`config.mk`:
```
export PLATFORM = sky130hd
export DESIGN_NAME = card_hot_plug_detect
export DESIGN_NICKNAME = d
export VERILOG_FILES = /design/src/card_detect_pkg.sv /design/src/presence_debounce.sv /design/src/card_hot_plug_detect.sv
export SDC_FILE = /design/constraint.sdc
export NUM_CORES = 1
export LEC_CHECK = 0
export BUFFER_PORTS_ARGS = -buffer_cell sky130_fd_sc_hd__buf_2
export CAP_MARGIN = 20
export CORE_MARGIN = 4
export CORE_UTILIZATION = 55
export DETAILED_ROUTE_END_ITERATION = 16
export PLACE_DENSITY = 0.74
export SLEW_MARGIN = 20
export SYNTH_ARGS = -nofsm -noshare
export SYNTH_HDL_FRONTEND = slang
export SYNTH_SLANG_ARGS = --single-unit
```
`constraint.sdc`:
```
create_clock -name ref_clk -period 1.7 [get_ports ref_clk]
set_input_delay 0.085 -clock ref_clk [delete_from_list [all_inputs] [get_ports ref_clk]]
set_output_delay 0.085 -clock ref_clk [all_outputs]
set_load 0.01 [all_outputs]
```
`src/card_detect_pkg.sv`:
```
// Shared constants and types for the card hot-plug detection block
package card_detect_pkg;

    // ------------------------------------------------------------
    // Timing
    // ------------------------------------------------------------
    localparam int CLK_PERIOD_NS = 4;
    localparam int DEBOUNCE_US = 10;
    // Stable time rounds up to whole cycles
    localparam int DEBOUNCE_CYCLES = (DEBOUNCE_US * 1000 + CLK_PERIOD_NS - 1) / CLK_PERIOD_NS;
    localparam int DEB_W = 12;

    // ------------------------------------------------------------
    // Reset values
    // ------------------------------------------------------------
    localparam logic HOT_PLUG_RESET = 1'b1;
    localparam logic POLARITY_RESET = 1'b1;

    // ------------------------------------------------------------
    // Types
    // ------------------------------------------------------------
    typedef enum logic [2:0] {
        ST_BOOT = 3'b000,
        ST_EMPTY = 3'b001,
        ST_INIT = 3'b010,
        ST_REGISTER = 3'b011,
        ST_READY = 3'b100
    } card_state_type;

    typedef struct packed {
        logic init_start;
        logic reg_start;
        logic card_access_en;
        logic card_inserted;
    } card_status_type;

endpackage

```
`src/presence_debounce.sv`:
```
// Synchroniser and debounce filter for the card-presence input
`timescale 1ns/10ps
`default_nettype none

module presence_debounce (
    input wire logic ref_clk,
    input wire logic rst_n,
    input wire logic raw_in,
    output logic stable_out,
    output logic stable_valid
);

    logic sync1_q;
    logic sync2_q;
    logic stable_q, stable_d;
    logic valid_q, valid_d;
    logic [card_detect_pkg::DEB_W-1:0] cnt_q, cnt_d;

    always_comb begin
        stable_d = stable_q;
        valid_d = valid_q;
        cnt_d = cnt_q;
        if (sync2_q == stable_q && valid_q) begin
            cnt_d = '0;
        end else if (cnt_q == card_detect_pkg::DEB_W'(card_detect_pkg::DEBOUNCE_CYCLES - 1)) begin
            stable_d = sync2_q;
            valid_d = 1'b1;
            cnt_d = '0;
        end else if (!valid_q && sync2_q != stable_q) begin
            // Level changed while qualifying the first value: restart
            stable_d = sync2_q;
            cnt_d = '0;
        end else begin
            cnt_d = cnt_q + 1'b1;
        end
    end

    always_ff @(posedge ref_clk or negedge rst_n) begin
        if (!rst_n) begin
            sync1_q <= 1'b0;
            sync2_q <= 1'b0;
            stable_q <= 1'b0;
            valid_q <= 1'b0;
            cnt_q <= '0;
        end else begin
            sync1_q <= raw_in;
            sync2_q <= sync1_q;
            stable_q <= stable_d;
            valid_q <= valid_d;
            cnt_q <= cnt_d;
        end
    end

    assign stable_out = stable_q;
    assign stable_valid = valid_q;

endmodule

`default_nettype wire

```
`src/card_hot_plug_detect.sv`:
```
// Card hot-plug detection: presence tracking, polarity and card start-up sequencing
`timescale 1ns/10ps
`default_nettype none

// Operation
// RULE1 - At default polarity a high presence level means a card is inserted.
// RULE2 - Hot-plug detection is on after reset; enable 1 keeps presence tracking alive.
// RULE3 - With enable 0 the card is read once at power-on, input ignored after.
// RULE4 - Enabled and presence active: recognise insertion, start card initialisation.
// RULE5 - After card information is read successfully, start network registration.
// RULE6 - Enabled and presence inactive: card removed, stop all card accesses.
// RULE7 - Polarity 1 (default) is active high; polarity 0 makes low mean present.
// RULE8 - Boards without a detect switch leave the presence input floating.
// RULE9 - Presence input is synchronised and debounced before any decision.
module card_hot_plug_detect (
    input wire logic ref_clk,
    input wire logic arst_n,
    input wire logic card_present_in,
    input wire logic hot_plug_enable_setting,
    input wire logic presence_polarity_setting,
    input wire logic card_read_done,
    output logic init_start,
    output logic reg_start,
    output logic card_access_en,
    output logic card_inserted
);

    // ------------------------------------------------------------
    // Reset release
    // ------------------------------------------------------------
    logic rst_s1_q;
    logic rst_n_q;

    always_ff @(posedge ref_clk or negedge arst_n) begin
        if (!arst_n) begin
            rst_s1_q <= 1'b0;
            rst_n_q <= 1'b0;
        end else begin
            rst_s1_q <= 1'b1;
            rst_n_q <= rst_s1_q;
        end
    end

    // ------------------------------------------------------------
    // Presence conditioning
    // ------------------------------------------------------------
    logic pres_level;
    logic pres_valid;

    presence_debounce u_debounce (
        .ref_clk(ref_clk),
        .rst_n(rst_n_q),
        .raw_in(card_present_in),
        .stable_out(pres_level),
        .stable_valid(pres_valid)
    ); // RULE9

    // Polarity 1 passes the level, 0 inverts it
    // Applied after the filter, so a live flip reads as an edge: change it only under reset
    logic present;
    assign present = pres_level ~^ presence_polarity_setting; // RULE1 RULE7

    // ------------------------------------------------------------
    // Sequencer
    // ------------------------------------------------------------
    card_detect_pkg::card_state_type state_q, state_d;
    card_detect_pkg::card_status_type stat_q, stat_d;
    logic booted_q, booted_d;

    always_comb begin
        state_d = state_q;
        booted_d = booted_q;
        stat_d = '0;
        unique case (state_q)
            card_detect_pkg::ST_BOOT: begin
                if (pres_valid) begin
                    booted_d = 1'b1;
                    // Disabled detection reads the card once regardless of the input
                    if (!hot_plug_enable_setting || present) begin // RULE3 RULE4
                        state_d = card_detect_pkg::ST_INIT;
                        stat_d.init_start = 1'b1;
                    end else begin
                        state_d = card_detect_pkg::ST_EMPTY;
                    end
                end
            end
            card_detect_pkg::ST_EMPTY: begin
                if (hot_plug_enable_setting && present) begin // RULE2 RULE4
                    state_d = card_detect_pkg::ST_INIT;
                    stat_d.init_start = 1'b1;
                end
            end
            card_detect_pkg::ST_INIT: begin
                if (card_read_done) begin // RULE5
                    state_d = card_detect_pkg::ST_REGISTER;
                    stat_d.reg_start = 1'b1;
                end
            end
            card_detect_pkg::ST_REGISTER: begin
                state_d = card_detect_pkg::ST_READY;
            end
            card_detect_pkg::ST_READY: begin
                state_d = card_detect_pkg::ST_READY;
            end
            default: begin
                state_d = card_detect_pkg::ST_BOOT;
            end
        endcase
        // Removal overrides every card state except ST_BOOT while tracking is on
        if (hot_plug_enable_setting && booted_q && !present
            && state_q != card_detect_pkg::ST_BOOT) begin // RULE6
            state_d = card_detect_pkg::ST_EMPTY;
            stat_d.init_start = 1'b0;
            stat_d.reg_start = 1'b0;
        end
        stat_d.card_access_en = (state_d == card_detect_pkg::ST_INIT)
            || (state_d == card_detect_pkg::ST_REGISTER)
            || (state_d == card_detect_pkg::ST_READY);
        stat_d.card_inserted = stat_d.card_access_en;
    end

    always_ff @(posedge ref_clk or negedge rst_n_q) begin
        if (!rst_n_q) begin
            state_q <= card_detect_pkg::ST_BOOT;
            stat_q <= '0;
            booted_q <= 1'b0;
        end else begin
            state_q <= state_d;
            stat_q <= stat_d;
            booted_q <= booted_d;
        end
    end

    assign init_start = stat_q.init_start;
    assign reg_start = stat_q.reg_start;
    assign card_access_en = stat_q.card_access_en;
    assign card_inserted = stat_q.card_inserted;

    // ------------------------------------------------------------
    // Checks
    // ------------------------------------------------------------
    a_removal_stops_access: assert property (@(posedge ref_clk) disable iff (!rst_n_q) // RULE6
        (hot_plug_enable_setting && booted_q && !present && state_q != card_detect_pkg::ST_BOOT)
        |=> !card_access_en) else $error("access not stopped on removal");

    a_insert_starts_init: assert property (@(posedge ref_clk) disable iff (!rst_n_q) // RULE4
        (state_q == card_detect_pkg::ST_EMPTY && hot_plug_enable_setting && present)
        |=> init_start && card_access_en) else $error("insertion missed");

    a_read_starts_reg: assert property (@(posedge ref_clk) disable iff (!rst_n_q) // RULE5
        (state_q == card_detect_pkg::ST_INIT && card_read_done
        && !(hot_plug_enable_setting && !present))
        |=> reg_start ##1 !reg_start) else $error("registration not started");

    a_disabled_holds: assert property (@(posedge ref_clk) disable iff (!rst_n_q) // RULE3
        (!hot_plug_enable_setting && state_q == card_detect_pkg::ST_READY)
        |=> card_access_en) else $error("card dropped while detection off");

    a_boot_disabled_reads: assert property (@(posedge ref_clk) disable iff (!rst_n_q) // RULE3
        (state_q == card_detect_pkg::ST_BOOT && pres_valid && !hot_plug_enable_setting)
        |=> init_start) else $error("power-on read missing");

    // Filtered level equal to the polarity setting must count as a card
    a_polarity_map: assert property (@(posedge ref_clk) disable iff (!rst_n_q) // RULE1 RULE7
        (state_q == card_detect_pkg::ST_EMPTY && hot_plug_enable_setting
        && (pres_level == presence_polarity_setting)) |=> init_start)
        else $error("polarity mapping wrong");

    a_reg_after_init: assert property (@(posedge ref_clk) disable iff (!rst_n_q) // RULE5
        $rose(reg_start) |-> $past(state_q) == card_detect_pkg::ST_INIT)
        else $error("registration without init");

    a_no_init_when_absent: assert property (@(posedge ref_clk) disable iff (!rst_n_q) // RULE2
        (hot_plug_enable_setting && booted_q && !present) |=> !init_start)
        else $error("init while absent");

endmodule

`default_nettype wire

```
==> out/qor.yml, run 1 <==
clk_latency_ns: 0.31
p_leak_nw: 0.581
setup_viol: 0
grtUsageTotal_pct: 16.4
swShare_pct: 23.1
clk_pin_slew_ns: 0.13
drt_iter0_drc: 12
cts_tree: "built"
post-route-util_pct: 67.1
netlist_area_mm2: 0.00116
drive_above_1_share_pct: 27.7
die_h_um: 54.0
most-common-layout-cells: "dfrtp_1 (25), a21oi_1 (9), buf_2 (9)"
hold_violations: 0
synth-seq-cells: 25
syn_avg_cell_area_um2: 11.5
hold_path.class: "input port to flop"
whs_ns: 0.0171
required_ns: 1.93
powerDensity_mw_per_mm2: 734
ir_worst_vdd_mv: 0.548
grt_pass1_vias: 797
total_power_w: 0.000976
crit_path_end_kind: "flop"
cts_buffers: 3
dieArea_mm2: 0.00292
wl_um: 1980
ys_seq_area_share_pct: 53.8
synth.distinct_cells: 37
crit_path_max_fanout: 7
status: "complete, no violations"
clock-sinks: 25
combPwrFrac_pct: 9.9
timing.final.ws_setup_ns: 0.123
cts_buffer_depth: 2
nets: 127
cts_root_buf: "clkbuf_4"
start_util_pct: 58.7
seq_power_share_pct: 64.5
antenna_found_initial: 0
dr_total_vias: 815
path_class: "flop to flop"
cts-htree-levels: 1
area_growth_pct: 14.3
final.period_utilization_pct: 92.8
first_pass_iters: 4
synthesis.instances: 101
gp_congestion: 0.713
grt_overflow: 0
vias_per_cell: 5.58
grt_max_degree: 24
fin_worst_skew_ns: 0.00613
min_period_ns: 1.58
synth_flop_cell: "dfrtp_1"
synthArstFlopShare_pct: 100
fmax_mhz: 634
max_cap_violations: 0
place_hpwl_um: 1430
synth_nets: 108
final_common_cell: "dfrtp_1"
port_buffers: 9
antennaDiodeCount: 0
p_sw_w: 0.000226
dp_slack_ns: 0.0294
critPathLaunchType: "flop"
core_mm2: 0.00198
grt_pass1_wl_um: 3420
die_w_um: 54.0
ios: 10
rsz0062_at_grt: "false"
fin_tns_setup_ns: 0
worstPathArrival_ns: 1.81
postRouteAntennaNets: 0
final_max_slew_viol_count: 0
remaining_drc_errors: 0
ys_warn_count: 0
p_int_w: 0.000750
synth_edf_count: 0
p_clk_share_pct: 25.6
placementRows: 16
routedWlPerCell_um: 13.6
timing repair:
item	in CTS	in global routing
endpoints found under the setup margin	0	11
resized for setup	0	2
hold buffers	2	0
buffers inserted	0	2
hold endpoints to repair	3	0
final timing paths:
check / startpoint / endpoint / slack [ns] / cells after the start
worst max-delay path: u_debounce.cnt_q[0] / u_debounce.cnt_q[10] / 0.12 / 4
worst min-delay path: card_read_done / reg_start / 0.02 / 3
worst max register to register: u_debounce.cnt_q[0] / u_debounce.cnt_q[10] / 0.12 / 4
worst min register to register: rst_n_q / u_debounce.sync2_q / 0.22 / 1
max in group asynchronous: rst_n_q / init_start / 1.25 / 1
min in group asynchronous: arst_n / rst_s1_q / 0.07 / 2
logic make-up after synthesis:
family                     Yosys count  share of synthesized area [%]
xor gates and xnor gates             5                           4.95
AOI/OAI and AO/OA                   24                           14.6
other                                1                          0.322
buffers and inverters                9                           3.55
DFF                                 25                           53.8
adders and majority gates            1                           1.08
muxes                                2                           1.94
and+or+nand+nor                     34                           19.8
per-layer routing:
| metal | track usage [%] | part of all wire, % | up-vias |
|---|---|---|---|
| met5 | 0 | 0 | - |
| met4 | 7.47 | 1.8 | 0 |
| met3 | 2.49 | 2.1 | 4 |
| met2 | 27.4 | 52 | 7 |
| met1 | 20.8 | 44 | 399 |
| li1 | - | - | 405 |
critical path, cell delays in order (launching register included):
cell and delay [ns]:
dfrtp_1 0.42, ha_2 0.26, nand3_2 0.16, or4_1 0.50, a21oi_1 0.16
cell type report:
| class | instances | area [um^2] |
|---|---|---|
| fillers | 151 | 652 |
| flip-flops and latches | 25 | 626 |
| multi-input cells | 67 | 515 |
| repair buffers | 16 | 103 |
| well taps | 27 | 33.8 |
| clock buffers | 4 | 26.3 |
| inverters | 7 | 26.3 |
through the flow:
stage	std cells	area, um^2
global placement	138	1250
global route	146	1330
floorplan	101	1160
finish	146	1330
CTS	144	1300
detailed placement	138	1250
Yosys cell counts (2+ instances only):
library cell	count	area, um^2
dfrtp_1	25	626
a21oi_1	9	45.0
nor2_1	8	30.0
inv_1	7	26.3
o31ai_1	5	37.5
nand2_1	3	11.3
o21ai_0	3	15.0
or4_1	3	22.5
xnor2_1	3	26.3
buf_4	2	15.0
mux2_2	2	22.5
nand3_1	2	10.0
nand3_2	2	20.0
nor3_1	2	10.0
or3_1	2	12.5
or3_2	2	15.0
sequential cells by signal, summed over array words and instances (netlist names):
| signal | flops |
|---|---|
| u_debounce.sync2_q | 1 |
| card_inserted | 1 |
| state_q | 3 |
| u_debounce.cnt_q | 12 |
| booted_q | 1 |
| u_debounce.sync1_q | 1 |
| u_debounce.stable_valid | 1 |
| init_start | 1 |
| u_debounce.stable_out | 1 |
| rst_n_q | 1 |
| reg_start | 1 |
| rst_s1_q | 1 |
power groups by stage:
stage | Clock (W) | Combinational (W) | Sequential, W
floorplan | 0 | 0.0000506 | 0.000645
global placement | 0 | 0.0000794 | 0.000640
detailed placement | 0 | 0.0000820 | 0.000642
CTS | 0.000261 | 0.0000857 | 0.000630
global route | 0.000291 | 0.000109 | 0.000633
finish | 0.000250 | 0.0000968 | 0.000630
Note: power is estimated with default switching activity, not from simulation.
==> inputs of run 2 (changes only) <==
PLACE_DENSITY = unset   (was 0.74)
PLACE_DENSITY_LB_ADDON = 0.15   (was unset)
==> run 2 against run 1 <==
  * Setup slack got worse by 0.014 ns
  * Clock skew decreased by 0.0038 ns
  * Maximum frequency decreased by 0.87%
  * Sequential cell count unchanged
  * Sequential power about the same
  * Worst hold slack improved by 0.060 ns
  * Critical path depth unchanged
  * First-iteration DRC count increased by 25%
  * Die area unchanged
  * Register-to-register slack about the same
  * Sequential share of layout area unchanged
  * Critical path type unchanged
  * Critical endpoint is now u_debounce.stable_out
  * Highest routed layer unchanged
==> out/qor.yml, run 2 (same netlist as run 1, synthesis figures left out) <==
ir_worst_vdd_mv: 0.511
final_max_slew_viol_count: 0
p_sw_w: 0.000222
setup_viol: 0
remaining_drc_errors: 0
final_common_cell: "dfrtp_1"
dr_total_vias: 827
worst-path-stages: 4
crit_path_max_fanout: 4
place_hpwl_um: 1400
r2r_slack_ns: 0.11
swShare_pct: 22.9
clk_pin_slew_ns: 0.12
fin_tns_setup_ns: 0
clk_latency_ns: 0.30
crit_start: "u_debounce.cnt_q[0]"
crit_path_end_kind: "flop"
grt_overflow: 0
core_mm2: 0.00198
die_w_um: 54.0
hold_violations: 0
clock-sinks: 25
max_cap_violations: 0
hold_path.class: "input port to asynchronous set/reset pin"
antenna_found_initial: 0
area_growth_pct: 14.3
vias_per_cell: 5.74
whs_ns: 0.0773
fmax_mhz: 629
cp_top_family: "flip-flops"
powerDensity_mw_per_mm2: 729
cp_slowest_stage_delay_ns: 0.43
postRouteAntennaNets: 0
port_buffers: 9
worstPathCellList: "ha_2, nand4bb_4, o31ai_2, mux2_2"
grt_pass1_wl_um: 3440
final.period_utilization_pct: 93.6
worstPathArrival_ns: 1.79
worst-path-buf-inv: 0
timing.rr.start: "u_debounce.cnt_q[0]"
top_regs: "u_debounce.cnt_q (12), state_q (3)"
required_ns: 1.90
start_util_pct: 58.7
cts_root_buf: "clkbuf_4"
nets: 125
seq_power_share_pct: 65.0
p_int_w: 0.000748
cts_buffer_depth: 2
ios: 10
grt_max_degree: 24
drt_iter0_drc: 15
fillCellCount: 153
dieArea_mm2: 0.00292
wl_um: 2000
cts_tree: "built"
r2r_cells: 4
die_h_um: 54.0
p_clk_share_pct: 25.4
grt_pass1_vias: 825
cts_buffers: 3
worstSetupEndpoint: "u_debounce.stable_out"
placementRows: 16
largest_reg_flops: 12
p_leak_nw: 0.575
antennaDiodeCount: 0
status: "complete, no violations"
combPwrFrac_pct: 9.6
min_period_ns: 1.59
drive_above_1_share_pct: 25.6
most-common-layout-cells: "dfrtp_1 (25), a21oi_1 (9), buf_2 (9)"
fin_worst_skew_ns: 0.00236
grtUsageTotal_pct: 16.2
rsz0062_at_grt: "false"
r2r-end: "u_debounce.stable_out"
routedWlPerCell_um: 13.9
cts-htree-levels: 1
first_pass_iters: 4
cp_slowest_cell: "dfrtp_1"
critPathLaunchType: "flop"
top_register: "u_debounce.cnt_q"
path_class: "flop to flop"
gp_congestion: 0.735
==> run 2: cell types whose count changed in the layout (fill, tap and decap cells not counted) <==
cell,delta
buf_12,+1
dlygate4sd3_1,+1
buf_4,-4
==> run 2: area by class of cell <==
| type | count | area [um^2] | share of cell area, % |
|---|---|---|---|
| clock buffers | 4 | 26.3 | 1.98 |
| inverters | 7 | 26.3 | 1.98 |
| multi-input cells | 67 | 515 | 38.8 |
| flip-flops and latches | 25 | 626 | 47.0 |
| well taps | 27 | 33.8 | 2.54 |
| repair buffers | 14 | 103 | 7.71 |
==> run 2: power groups by stage <==
stage           logic, W  clock network, W  registers, W
2_1_floorplan  0.0000506                 0      0.000645
3_3_place_gp   0.0000841                 0      0.000639
3_5_place_dp   0.0000855                 0      0.000641
4_1_cts        0.0000911          0.000265      0.000630
5_1_grt         0.000106          0.000286      0.000633
6_report       0.0000927          0.000247      0.000631
==> run 2: worst register-to-register path: cells and delay by family, from the launching register on <==
kind | cells | cell delay, ns
flops | 1 | 0.43
mux | 1 | 0.36
fa+ha+maj | 1 | 0.26
compound gates | 1 | 0.28
simple gates | 1 | 0.15
==> run 2: repair_timing <==
action	4_1_cts	5_1_grt
gates resized for setup	0	2
setup buffers	0	0
endpoints found under the setup margin	0	1
hold buffers	3	0
endpoints found under the hold margin	4	0
==> run 2: worst min path at each step <==
stage | startpoint | to | slack (ns) | cells past startpoint
global route | arst_n | rst_s1_q | 0.07 | 2
global placement | arst_n | rst_s1_q | -0.13 | 1
detailed placement | arst_n | rst_s1_q | -0.13 | 1
CTS | arst_n | rst_s1_q | 0.07 | 2
floorplan | arst_n | rst_n_q | -0.21 | 0
finish | arst_n | rst_n_q | 0.08 | 2
==> run 2: per-stage QoR <==
step	cells	total power (W)	worst slack [ns]	util (%)	area, um^2
floorplan	101	0.000696	0.140	-	1160
global placement	137	0.000723	0.107	63.3	1250
detailed placement	137	0.000726	0.0489	63.3	1250
CTS	144	0.000986	0.0318	66.2	1310
global route	144	0.00102	0.0322	67.1	1330
finish	144	0.000970	0.109	67.1	1330
==> run 2: per-layer routing <==
layer | wire length (um) | track usage (%)
met2 | 1060 | 30.2
met5 | 0 | 0
met4 | 12 | 4.98
met1 | 864 | 18.9
met3 | 54 | 2.49
